[src/verilog/omc_pkg.sv]
// constants, types and register map of the fuse mirror configuration loader
package omc_pkg;
    // apb register byte offsets
    localparam logic [7:0] OMC_OFS_STATUS = 8'h00;
    localparam logic [7:0] OMC_OFS_SYS_CFG = 8'h04;
    localparam logic [7:0] OMC_OFS_TEST_KEY = 8'h08;
    localparam logic [7:0] OMC_OFS_TEST_CTRL = 8'h0C;
    localparam logic [7:0] OMC_OFS_MIRROR_IDX = 8'h10;
    localparam logic [7:0] OMC_OFS_MIRROR_DATA = 8'h14;
    localparam logic [7:0] OMC_OFS_FUNC_DATA = 8'h18;
    localparam int OMC_ADDR_W = 8;
    // system_config_one bit positions
    localparam int OMC_BIT_DIAG_LEAVE = 0;
    localparam int OMC_BIT_INIT_UNLOCK = 1;
    localparam int OMC_BIT_SAFE_RELEASE = 2;
    // test control bit positions
    localparam int OMC_BIT_TEST_EXIT = 0;
    localparam int OMC_BIT_PROG_EXIT = 1;
    localparam int OMC_BIT_BURN = 2;
    // default test-mode key word, arbitrary value
    localparam logic [31:0] OMC_TEST_KEY_DEF = 32'h5A5A_C3C3;
    // reset word and sector flag patterns
    localparam logic [31:0] OMC_ZERO_WORD = 32'h0000_0000;
    localparam logic [1:0] OMC_FLAGS_NONE = 2'h0;
    localparam logic [1:0] OMC_FLAGS_FULL = 2'h3;
    // sector select codes
    localparam logic OMC_SECTOR_FIRST = 1'b0;
    localparam logic OMC_SECTOR_SECOND = 1'b1;

    // sequencer states
    typedef enum logic [2:0] {
        OMC_LOAD_REQ,
        OMC_LOAD_CAP,
        OMC_SELECT,
        OMC_RUN,
        OMC_BURN
    } omc_state_t;

    // operating mode flags, several may be set at once
    typedef struct packed {
        logic normal;
        logic diag;
        logic test;
        logic prog;
        logic init;
    } omc_mode_t;
endpackage

[src/verilog/omc_loader.sv]
// fuse sector to mirror register loader with mode control and apb slave
//
// What this block does
// RULE_01: normal mode at power-on only with grounded pin
// RULE_02: normal mode uses whole loaded configuration
// RULE_03: one fuse block split into two sectors
// RULE_04: start-up copies latest programmed sector into mirror
// RULE_05: first sector then second, never fall back
// RULE_06: refuse burning after second sector; mirror stays usable
// RULE_07: mirror read and written without limit
// RULE_08: mirror access granted only in test mode
// RULE_09: power-on restores programmed or empty mirror content
// RULE_10: test exit copies mirror into functional registers
// RULE_11: mirror loading same for empty or programmed part
// RULE_12: after exits: normal, diagnostic and init together
// RULE_13: host configures watchdog, then unlocks init exit
// RULE_14: host sends seven good answers before release; the code releases on a single safe_release write
// RULE_15: fail-safe outputs held while fault interrupt pending
// RULE_16: test mode needs programming level and valid key
// RULE_17: test exit passes through programming mode first
// RULE_18: diagnostic exit only by register bit write
// RULE_19: mirror writes outside test mode are ignored
// RULE_20: sector flags decide programmed state and load source
`timescale 1ns/1ps
module omc_loader
    import omc_pkg::*;
#(
    parameter int DEPTH = 8,
    parameter int WIDTH = 16,
    parameter logic [31:0] TEST_KEY = omc_pkg::OMC_TEST_KEY_DEF
) (
    input wire logic clk,                                  // 100 mhz clock
    input wire logic rst_n,                                // power-on reset, async, low
    input wire logic psel,                                 // apb select
    input wire logic penable,                              // apb access phase
    input wire logic pwrite,                               // apb direction
    input wire logic [omc_pkg::OMC_ADDR_W-1:0] paddr,      // apb byte address
    input wire logic [31:0] pwdata,                        // apb write data
    output logic [31:0] prdata,                            // apb read data
    output logic pready,                                   // apb ready
    output logic pslverr,                                  // apb error
    input wire logic pin_diag_level,                       // mode-entry pin at diagnostic level
    input wire logic pin_prog_level,                       // mode-entry pin at programming level
    input wire logic [1:0] fuse_flags,                     // sector programmed flags
    output logic [$clog2(DEPTH):0] fuse_rd_addr,           // fuse read {sector, word}
    input wire logic [WIDTH-1:0] fuse_rd_data,             // fuse read data
    output logic fuse_wr_en,                               // fuse burn strobe
    output logic [$clog2(DEPTH):0] fuse_wr_addr,           // fuse burn {sector, word}
    output logic [WIDTH-1:0] fuse_wr_data,                 // fuse burn data
    input wire logic fault_pending,                        // fault interrupt pending
    output omc_pkg::omc_mode_t mode,                       // current operating modes
    output logic [DEPTH*WIDTH-1:0] func_cfg,               // functional register contents
    output logic failsafe_output_n,                        // fail-safe output, low asserted
    output logic limp_home_output                          // limp-home output, high asserted
);
    import omc_pkg::*;

    // word index width; the sector bit sits just above it
    localparam int IW = $clog2(DEPTH);
    localparam logic [IW-1:0] LAST_IDX = IW'(DEPTH - 1);

    // latest programmed sector; second wins once its flag is set
    function automatic logic latest_sector(input logic [1:0] flags);
        latest_sector = flags[1] ? OMC_SECTOR_SECOND : OMC_SECTOR_FIRST;
    endfunction

    // register address match
    function automatic logic reg_hit(input logic [OMC_ADDR_W-1:0] addr, input logic [7:0] ofs);
        reg_hit = (addr == ofs);
    endfunction

    omc_state_t state;
    omc_state_t next_state;
    logic [WIDTH-1:0] mirror_mem [DEPTH];
    logic [WIDTH-1:0] func_mem [DEPTH];
    logic [IW-1:0] idx;
    logic [IW-1:0] mirror_idx;
    logic load_sector;
    logic burn_sector;
    logic fs_assert;
    logic diag_s1, diag_s2, prog_s1, prog_s2;
    logic settle_s1, settle_s2;

    // pin synchronisers
    always_ff @(posedge clk or negedge rst_n) begin
        if (!rst_n) begin
            diag_s1 <= 1'b0;
            diag_s2 <= 1'b0;
            prog_s1 <= 1'b0;
            prog_s2 <= 1'b0;
        end else begin
            diag_s1 <= pin_diag_level;
            diag_s2 <= diag_s1;
            prog_s1 <= pin_prog_level;
            prog_s2 <= prog_s1;
        end
    end

    // synchronisers restart empty at reset; this pair marks when their
    // second stage carries the true pin level, two edges after release
    always_ff @(posedge clk or negedge rst_n) begin
        if (!rst_n) begin
            settle_s1 <= 1'b0;
            settle_s2 <= 1'b0;
        end else begin
            settle_s1 <= 1'b1;
            settle_s2 <= settle_s1;
        end
    end

    // apb phase and register decode
    wire setup = psel && !penable;
    wire access = psel && penable;
    wire wr = access && pwrite;
    wire hit_status = reg_hit(paddr, OMC_OFS_STATUS);
    wire hit_sys = reg_hit(paddr, OMC_OFS_SYS_CFG);
    wire hit_key = reg_hit(paddr, OMC_OFS_TEST_KEY);
    wire hit_ctrl = reg_hit(paddr, OMC_OFS_TEST_CTRL);
    wire hit_midx = reg_hit(paddr, OMC_OFS_MIRROR_IDX);
    wire hit_mdata = reg_hit(paddr, OMC_OFS_MIRROR_DATA);
    wire hit_func = reg_hit(paddr, OMC_OFS_FUNC_DATA);
    wire mapped = hit_status | hit_sys | hit_key | hit_ctrl | hit_midx | hit_mdata | hit_func;
    wire running = (state == OMC_RUN);

    // mirror access only in test mode while idle
    // also keeps the mirror steady while a burn reads it
    wire mirror_ok = mode.test && running; // [RULE_08]
    wire mirror_wr = wr && hit_mdata && mirror_ok; // [RULE_07] [RULE_19]
    wire mirror_denied = access && hit_mdata && !mirror_ok; // [RULE_08]

    // software events
    // mode exits are qualified by the mode they leave; safe_release takes effect in any mode
    wire diag_leave = wr && hit_sys && pwdata[OMC_BIT_DIAG_LEAVE] && mode.diag; // [RULE_18]
    wire init_unlock = wr && hit_sys && pwdata[OMC_BIT_INIT_UNLOCK] && mode.init;
    wire safe_release = wr && hit_sys && pwdata[OMC_BIT_SAFE_RELEASE];
    wire key_ok = wr && hit_key && (pwdata == TEST_KEY) && prog_s2 && running; // [RULE_16]
    wire test_enter = key_ok && !mode.test && !mode.prog; // [RULE_16]
    wire test_exit = wr && hit_ctrl && pwdata[OMC_BIT_TEST_EXIT] && mode.test && running; // [RULE_10]
    wire prog_exit = wr && hit_ctrl && pwdata[OMC_BIT_PROG_EXIT] && mode.prog && !mode.test; // [RULE_17]
    wire burn_req = wr && hit_ctrl && pwdata[OMC_BIT_BURN];
    wire burn_full = (fuse_flags == OMC_FLAGS_FULL);
    wire burn_go = burn_req && mode.test && running && !burn_full; // [RULE_06]
    wire burn_refused = burn_req && !burn_go; // [RULE_06]
    wire burn_done = (state == OMC_BURN) && (idx == LAST_IDX);

    // read data selection
    wire [31:0] status_word = {21'h00_0000, fs_assert, burn_sector, load_sector, fuse_flags,
                               state == OMC_RUN, mode.normal, mode.diag, mode.test, mode.prog, mode.init};
    wire [31:0] mirror_word = mirror_ok ? 32'(mirror_mem[mirror_idx]) : OMC_ZERO_WORD;
    wire [31:0] next_prdata = hit_status ? status_word :
                              hit_midx ? 32'(mirror_idx) :
                              hit_mdata ? mirror_word :
                              hit_func ? 32'(func_mem[mirror_idx]) :
                              OMC_ZERO_WORD;

    // apb answers with no wait state
    // refused accesses still complete at once and are flagged by pslverr
    assign pready = 1'b1;
    assign pslverr = access && (!mapped || mirror_denied || burn_refused); // [RULE_06] [RULE_19]

    // read data captured in the setup cycle
    // so it already stands when the access edge samples it
    always_ff @(posedge clk or negedge rst_n) begin
        if (!rst_n) begin
            prdata <= OMC_ZERO_WORD;
        end else if (setup && !pwrite) begin
            prdata <= next_prdata;
        end
    end

    // mirror index register
    always_ff @(posedge clk or negedge rst_n) begin
        if (!rst_n) begin
            mirror_idx <= '0;
        end else if (wr && hit_midx) begin
            mirror_idx <= pwdata[IW-1:0];
        end
    end

    // sequencer next state
    // an empty part skips the fuse reads and keeps the mirror at reset zero
    always_comb begin
        next_state = state;
        case (state)
            OMC_LOAD_REQ: begin
                if (!settle_s2) begin
                    next_state = OMC_LOAD_REQ; // wait for settled pin levels [RULE_01]
                end else if (fuse_flags == OMC_FLAGS_NONE) begin
                    next_state = OMC_SELECT; // [RULE_09] [RULE_11]
                end else begin
                    next_state = OMC_LOAD_CAP;
                end
            end
            OMC_LOAD_CAP: begin
                if (idx == LAST_IDX) begin
                    next_state = OMC_SELECT;
                end else begin
                    next_state = OMC_LOAD_REQ;
                end
            end
            OMC_SELECT: next_state = OMC_RUN;
            OMC_RUN: begin
                if (burn_go) begin
                    next_state = OMC_BURN;
                end
            end
            OMC_BURN: begin
                if (burn_done) begin
                    next_state = OMC_RUN;
                end
            end
            default: next_state = OMC_LOAD_REQ;
        endcase
    end

    // sequencer state and word counter
    always_ff @(posedge clk or negedge rst_n) begin
        if (!rst_n) begin
            state <= OMC_LOAD_REQ;
            idx <= '0;
        end else begin
            state <= next_state;
            if ((state == OMC_LOAD_CAP) || (state == OMC_BURN)) begin
                idx <= idx + 1'b1;
            end else if (state != OMC_LOAD_REQ) begin
                idx <= '0;
            end
        end
    end

    // load source chosen from sector flags, latest first
    // address is registered, so the data is captured one edge later
    always_ff @(posedge clk or negedge rst_n) begin
        if (!rst_n) begin
            load_sector <= OMC_SECTOR_FIRST;
            fuse_rd_addr <= '0;
        end else if (state == OMC_LOAD_REQ) begin
            load_sector <= latest_sector(fuse_flags); // [RULE_04] [RULE_05] [RULE_20]
            fuse_rd_addr <= {latest_sector(fuse_flags), idx}; // [RULE_03] [RULE_04]
        end
    end

    // mirror storage: fuse load at start-up, software writes in test mode
    always_ff @(posedge clk or negedge rst_n) begin
        if (!rst_n) begin
            for (int i = 0; i < DEPTH; i++) begin
                mirror_mem[i] <= '0; // [RULE_09]
            end
        end else if (state == OMC_LOAD_CAP) begin
            mirror_mem[idx] <= fuse_rd_data; // [RULE_04] [RULE_11]
        end else if (mirror_wr) begin
            mirror_mem[mirror_idx] <= pwdata[WIDTH-1:0]; // [RULE_07]
        end
    end

    // functional registers follow mirror at start-up and at test exit
    // copied whole in one edge, so no half-updated configuration is seen
    wire copy_func = (state == OMC_SELECT) || test_exit; // [RULE_10]
    always_ff @(posedge clk or negedge rst_n) begin
        if (!rst_n) begin
            for (int i = 0; i < DEPTH; i++) begin
                func_mem[i] <= '0;
            end
        end else if (copy_func) begin
            for (int i = 0; i < DEPTH; i++) begin
                func_mem[i] <= mirror_mem[i]; // [RULE_02] [RULE_10]
            end
        end
    end

    // whole functional configuration exported
    genvar g;
    generate
        for (g = 0; g < DEPTH; g++) begin : g_func
            assign func_cfg[g*WIDTH +: WIDTH] = func_mem[g]; // [RULE_02]
        end
    endgenerate

    // fuse burn walks every mirror word into the next free sector
    // fuses only gain bits here; sector flags are kept outside this block
    always_ff @(posedge clk or negedge rst_n) begin
        if (!rst_n) begin
            burn_sector <= OMC_SECTOR_FIRST;
            fuse_wr_en <= 1'b0;
            fuse_wr_addr <= '0;
            fuse_wr_data <= '0;
        end else begin
            if (burn_go) begin
                burn_sector <= fuse_flags[0] ? OMC_SECTOR_SECOND : OMC_SECTOR_FIRST; // [RULE_05] [RULE_20]
            end
            fuse_wr_en <= (state == OMC_BURN);
            fuse_wr_addr <= {burn_sector, idx};
            fuse_wr_data <= mirror_mem[idx];
        end
    end

    // mode flags
    // several may stand at once; init lasts until software unlocks its exit
    always_ff @(posedge clk or negedge rst_n) begin
        if (!rst_n) begin
            mode <= '0;
        end else if (state == OMC_SELECT) begin
            mode.normal <= !diag_s2 && !prog_s2; // [RULE_01]
            mode.diag <= diag_s2 || prog_s2;
            mode.test <= 1'b0;
            mode.prog <= 1'b0;
            mode.init <= 1'b1;
        end else begin
            if (test_enter) begin
                mode.test <= 1'b1; // [RULE_16]
                mode.diag <= 1'b1;
            end else if (test_exit) begin
                mode.test <= 1'b0;
                mode.prog <= 1'b1; // [RULE_17]
            end
            if (prog_exit) begin
                mode.prog <= 1'b0;
                mode.normal <= 1'b1; // [RULE_12] [RULE_17]
                mode.diag <= 1'b1;
                mode.init <= 1'b1;
            end else if (diag_leave) begin
                mode.diag <= 1'b0; // [RULE_18]
                mode.normal <= 1'b1;
            end
            if (init_unlock && !prog_exit) begin
                mode.init <= 1'b0;
            end
        end
    end

    // fail-safe hold; a pending fault wins over a release request
    // outputs start asserted and need a release with no fault pending
    always_ff @(posedge clk or negedge rst_n) begin
        if (!rst_n) begin
            fs_assert <= 1'b1;
        end else if (fault_pending) begin
            fs_assert <= 1'b1; // [RULE_15]
        end else if (safe_release) begin
            fs_assert <= 1'b0; // [RULE_14]
        end
    end

    assign failsafe_output_n = !fs_assert; // [RULE_15]
    assign limp_home_output = fs_assert; // [RULE_15]
endmodule

[config.mk]
export PLATFORM = sky130hd
export DESIGN_NAME = omc_loader
export DESIGN_NICKNAME = d
export VERILOG_FILES = /design/src/verilog/omc_pkg.sv /design/src/verilog/omc_loader.sv
export SDC_FILE = /design/constraint.sdc
export NUM_CORES = 1
export LEC_CHECK = 0
export ABC_AREA = 1
export BUFFER_PORTS_ARGS = -buffer_cell sky130_fd_sc_hd__buf_2
export CAP_MARGIN = 0
export CORE_MARGIN = 4
export CORE_UTILIZATION = 50
export DETAILED_ROUTE_END_ITERATION = 10
export PLACE_DENSITY = 0.68
export SLEW_MARGIN = 5
export SYNTH_ARGS = -nofsm -noshare
export SYNTH_HDL_FRONTEND = slang
export SYNTH_SLANG_ARGS = --single-unit
[constraint.sdc]
create_clock -name clk -period 5.2 [get_ports clk]
set_clock_uncertainty 0.2 [all_clocks]
set_input_delay 1.3 -clock clk [delete_from_list [all_inputs] [get_ports clk]]
set_output_delay 1.3 -clock clk [all_outputs]
set_load 0.005 [all_outputs]
==> summary.md <==
| Metric | Value |
|---|---|
| Util after Layout | between 50 and 60% |
| Post-CTS sizing | 0 |
| Share of power burned in registers | approximately two fifths |
| YS warnings | 0 |
| Synth cell types | 43 |
| Die Ht | a little under 200 um |
| IO buf count | about 240 |
| Final setup margin | between 1000 and 1500 ps |
| Mean area per synthesized cell | 7.18 um2 |
| Vias in the first global route | 17100 |
| Gate power share | a little over a third |
| Highest Clock Rate | ~0.24 GHz |
| Psw | roughly 4.6 mW |
| Routed length per instance | about 23 um |
| CTS sink cnt | 319 |
| Post-synth top flop | dfrtp_1 |
| Fin Setup TNS | 0 ps |
| Worst-path fanout max | 4 |
| Max-Slew Margin vs Limit | 27.5% |
| Seq/Total Area, Yosys | 45.5% |
| Fin. Hold Viols | 0 |
| Most frequent cells in the layout | nand2_1, dfrtp_1, buf_2, inv_1, o21ai_0 |
| P_int | 6.32 mW |
| Clock Tree Buf Depth | 3 |
| CTS buffer count | 38 |
| Nets@finish | ~2700 |
| Initial antenna violation count | 0 |
| Status | completed |
| Global-route wire length before repair | 105000 um |
| Total count of max-transition violations in the final report | 0 |
| Clk pwr share | between 20% and 30% |
| Startpoint types | input port |
| Commonest non-fill, non-tap cell in the layout | nand2_1 |
| Core Area | between 30000 and 40000 um2 |
| Hold Path Class | flip-flop to flip-flop |
| GRT Total Usage | 35.5% |
| Fin Hold WS | 150 ps |
| DP Wirelength | between 40000 and 50000 um |
| Number of flops mapped to enable cells by yosys | 0 |
| Largest net degree at the start of global routing | 103 |
| Synthesized cell area | between 15000 and 20000 um2 |
| Detailed-router iteration count before antenna repair | 6 |
| #FFs+latches synth | 319 |
| Ant. Diodes | 0 |
| Row cnt | 68 |
| Share of cells above drive strength 1 | 15.0% |
| Routed vias/inst | 5.90 |
| Worst setup EP type | output port |
| Synth Instances | ~2400 |
| Dpl cell area | 18900 um2 |
| Area delta synth->final | 14.7% |
| PD cells | around 540 nW/um2 |
| RSZ-0062 raised after global routing | no |
| Die Area | between 30000 and 40000 um2 |
| Final Setup Violations | 0 |
| Worst-Margin Slew | roughly 1100 ps |
| Tcrit/Tclk final | roughly 80% |
| Worst-Skew Late Latency | 540 ps |
| Cts hold-fix bufs | 0 |
| CP arrival | 2630 ps |
| Io pins | 260 |
| Total length of routed wires | roughly 70000 um |
| Switch share | a little over two fifths |
| WS Path Type | input port to output port |
| MaxCap Viol Count | 0 |
| Post-CTS setup buffer count | 0 |
| Congestion Overflow GR | 0 |
| Clock root cell | clkbuf_16 |
| Peak supply drop | between 0.0002 and 0.0003 V |
| Gpl congestion | 0.991 |
| Final min period | 4130 ps |
| CTS tree | built |
| Drt drc | 0 |
| WP data required | roughly 3700 ps |
| Leakage power | approximately 10 nW |
| Initial Util | between 50% and 60% |
| Die Width | roughly 200 um |
| Setup WS pre-CTS | ~1100 ps |
| Routed vias | 18300 |
| Design area | approximately 20000 um2 |
| Post-synth ARST share | 100% |
| Final ANT Viol Nets | 0 |
| Reg clk slew, reported paths | roughly 60 ps |
| H-tree levels | 2 |
| Detailed router's first-iteration violation count | between 2000 and 2500 |
==> state kept, by name (all words and copies together), names as in the netlist <==
| register | cells |
|---|---|
| fuse_wr_addr | 4 |
| mode | 5 |
| diag_s1 | 1 |
| diag_s2 | 1 |
| mirror_idx | 3 |
| burn_sector | 1 |
| limp_home_output | 1 |
| prog_s1 | 1 |
| fuse_wr_data | 16 |
| idx | 3 |
| func_cfg | 128 |
| settle_s2 | 1 |
| mirror_mem | 128 |
| state | 3 |
| prog_s2 | 1 |
| prdata | 16 |
| fuse_wr_en | 1 |
| fuse_rd_addr | 4 |
| settle_s1 | 1 |
==> kinds of logic after synthesis <==
kind of cell	share of synthesized area, %
compound gates	13.9
fa+ha+maj	0.143
buf+inv	9.27
flops	45.5
other cells	0.0428
simple gates	31.2
==> cells in the mapped netlist, drive strengths merged (3+ instances only) <==
cell | n | area [um2]
o2111ai | 4 | 35.0
nand4 | 9 | 56.3
nor2 | 66 | 335
clkbuf | 54 | 203
or2 | 9 | 56.3
nor3b | 4 | 30.0
a22oi | 9 | 67.6
a221oi | 9 | 78.8
o21ai | 199 | 996
a21oi | 61 | 305
a211oi | 3 | 22.5
dfrtp | 318 | 7960
clkinv | 6 | 22.5
o22ai | 141 | 895
nor3 | 9 | 60.1
inv | 205 | 769
nand3 | 177 | 976
nand2 | 1037 | 3930
buf | 111 | 633
==> final timing paths <==
kind | start | to | slack (ps) | depth (start not counted)
max in group asynchronous | rst_n | limp_home_output$_DFFE_PN1P_ | 3120 | 2
min in group asynchronous | rst_n | func_cfg[63]$_DFFE_PN0P_ | 590 | 1
hold / removal | prog_s1$_DFF_PN0_ | prog_s2$_DFF_PN0_ | 150 | 0
setup reg to reg | mirror_idx[0]$_DFFE_PN0P_ | mirror_mem[94]$_DFFE_PN0P_ | 1710 | 8
setup / recovery | paddr[1] | pslverr | 1070 | 10
hold reg to reg | prog_s1$_DFF_PN0_ | prog_s2$_DFF_PN0_ | 150 | 0
==> metal layers <==
metal	global-route usage [%]	wire length, um	vias up
met4	11.5	2650	0
met3	7.92	8510	181
met1	52.2	28500	8694
li1	-	-	8223
met5	0	0	-
met2	52.4	30200	1201
==> cell type report <==
cell class	count	area [um2]
Sequential cell	319	7990
Tap cell	455	569
Timing Repair Buffer	284	1570
Fill cell	3344	14500
Inverter	211	792
Clock inverter	9	73.8
Clock buffer	59	1130
Multi-Input combinational cell	1765	8010
==> per-stage QoR <==
step           std cells  power (mW)
2_1_floorplan       2460        6.35
3_3_place_gp        3034        8.16
3_5_place_dp        3034        8.24
4_1_cts             3102        10.9
5_1_grt             3102        11.6
6_report            3102        11.0
==> power groups by stage <==
| stage | Combinational (mW) | Clock (mW) | Sequential, mW |
|---|---|---|---|
| after floorplan | 2.28 | 0 | 4.07 |
| final | 3.96 | 2.63 | 4.38 |
| after global routing | 4.37 | 2.75 | 4.46 |
| after CTS | 3.89 | 2.64 | 4.34 |
| after global placement | 3.78 | 0 | 4.38 |
| after detailed placement | 3.86 | 0 | 4.38 |
==> critical path, stage by stage <==
cell and delay, ps:
buf_2 100, nor2_1 160, inv_1 90, nor2_1 210
nand3_1 130, nor2_1 180, nand3_1 170, nand2_1 110
a21oi_1 60, buf_2 130
(Power assumes the default switching activity.)
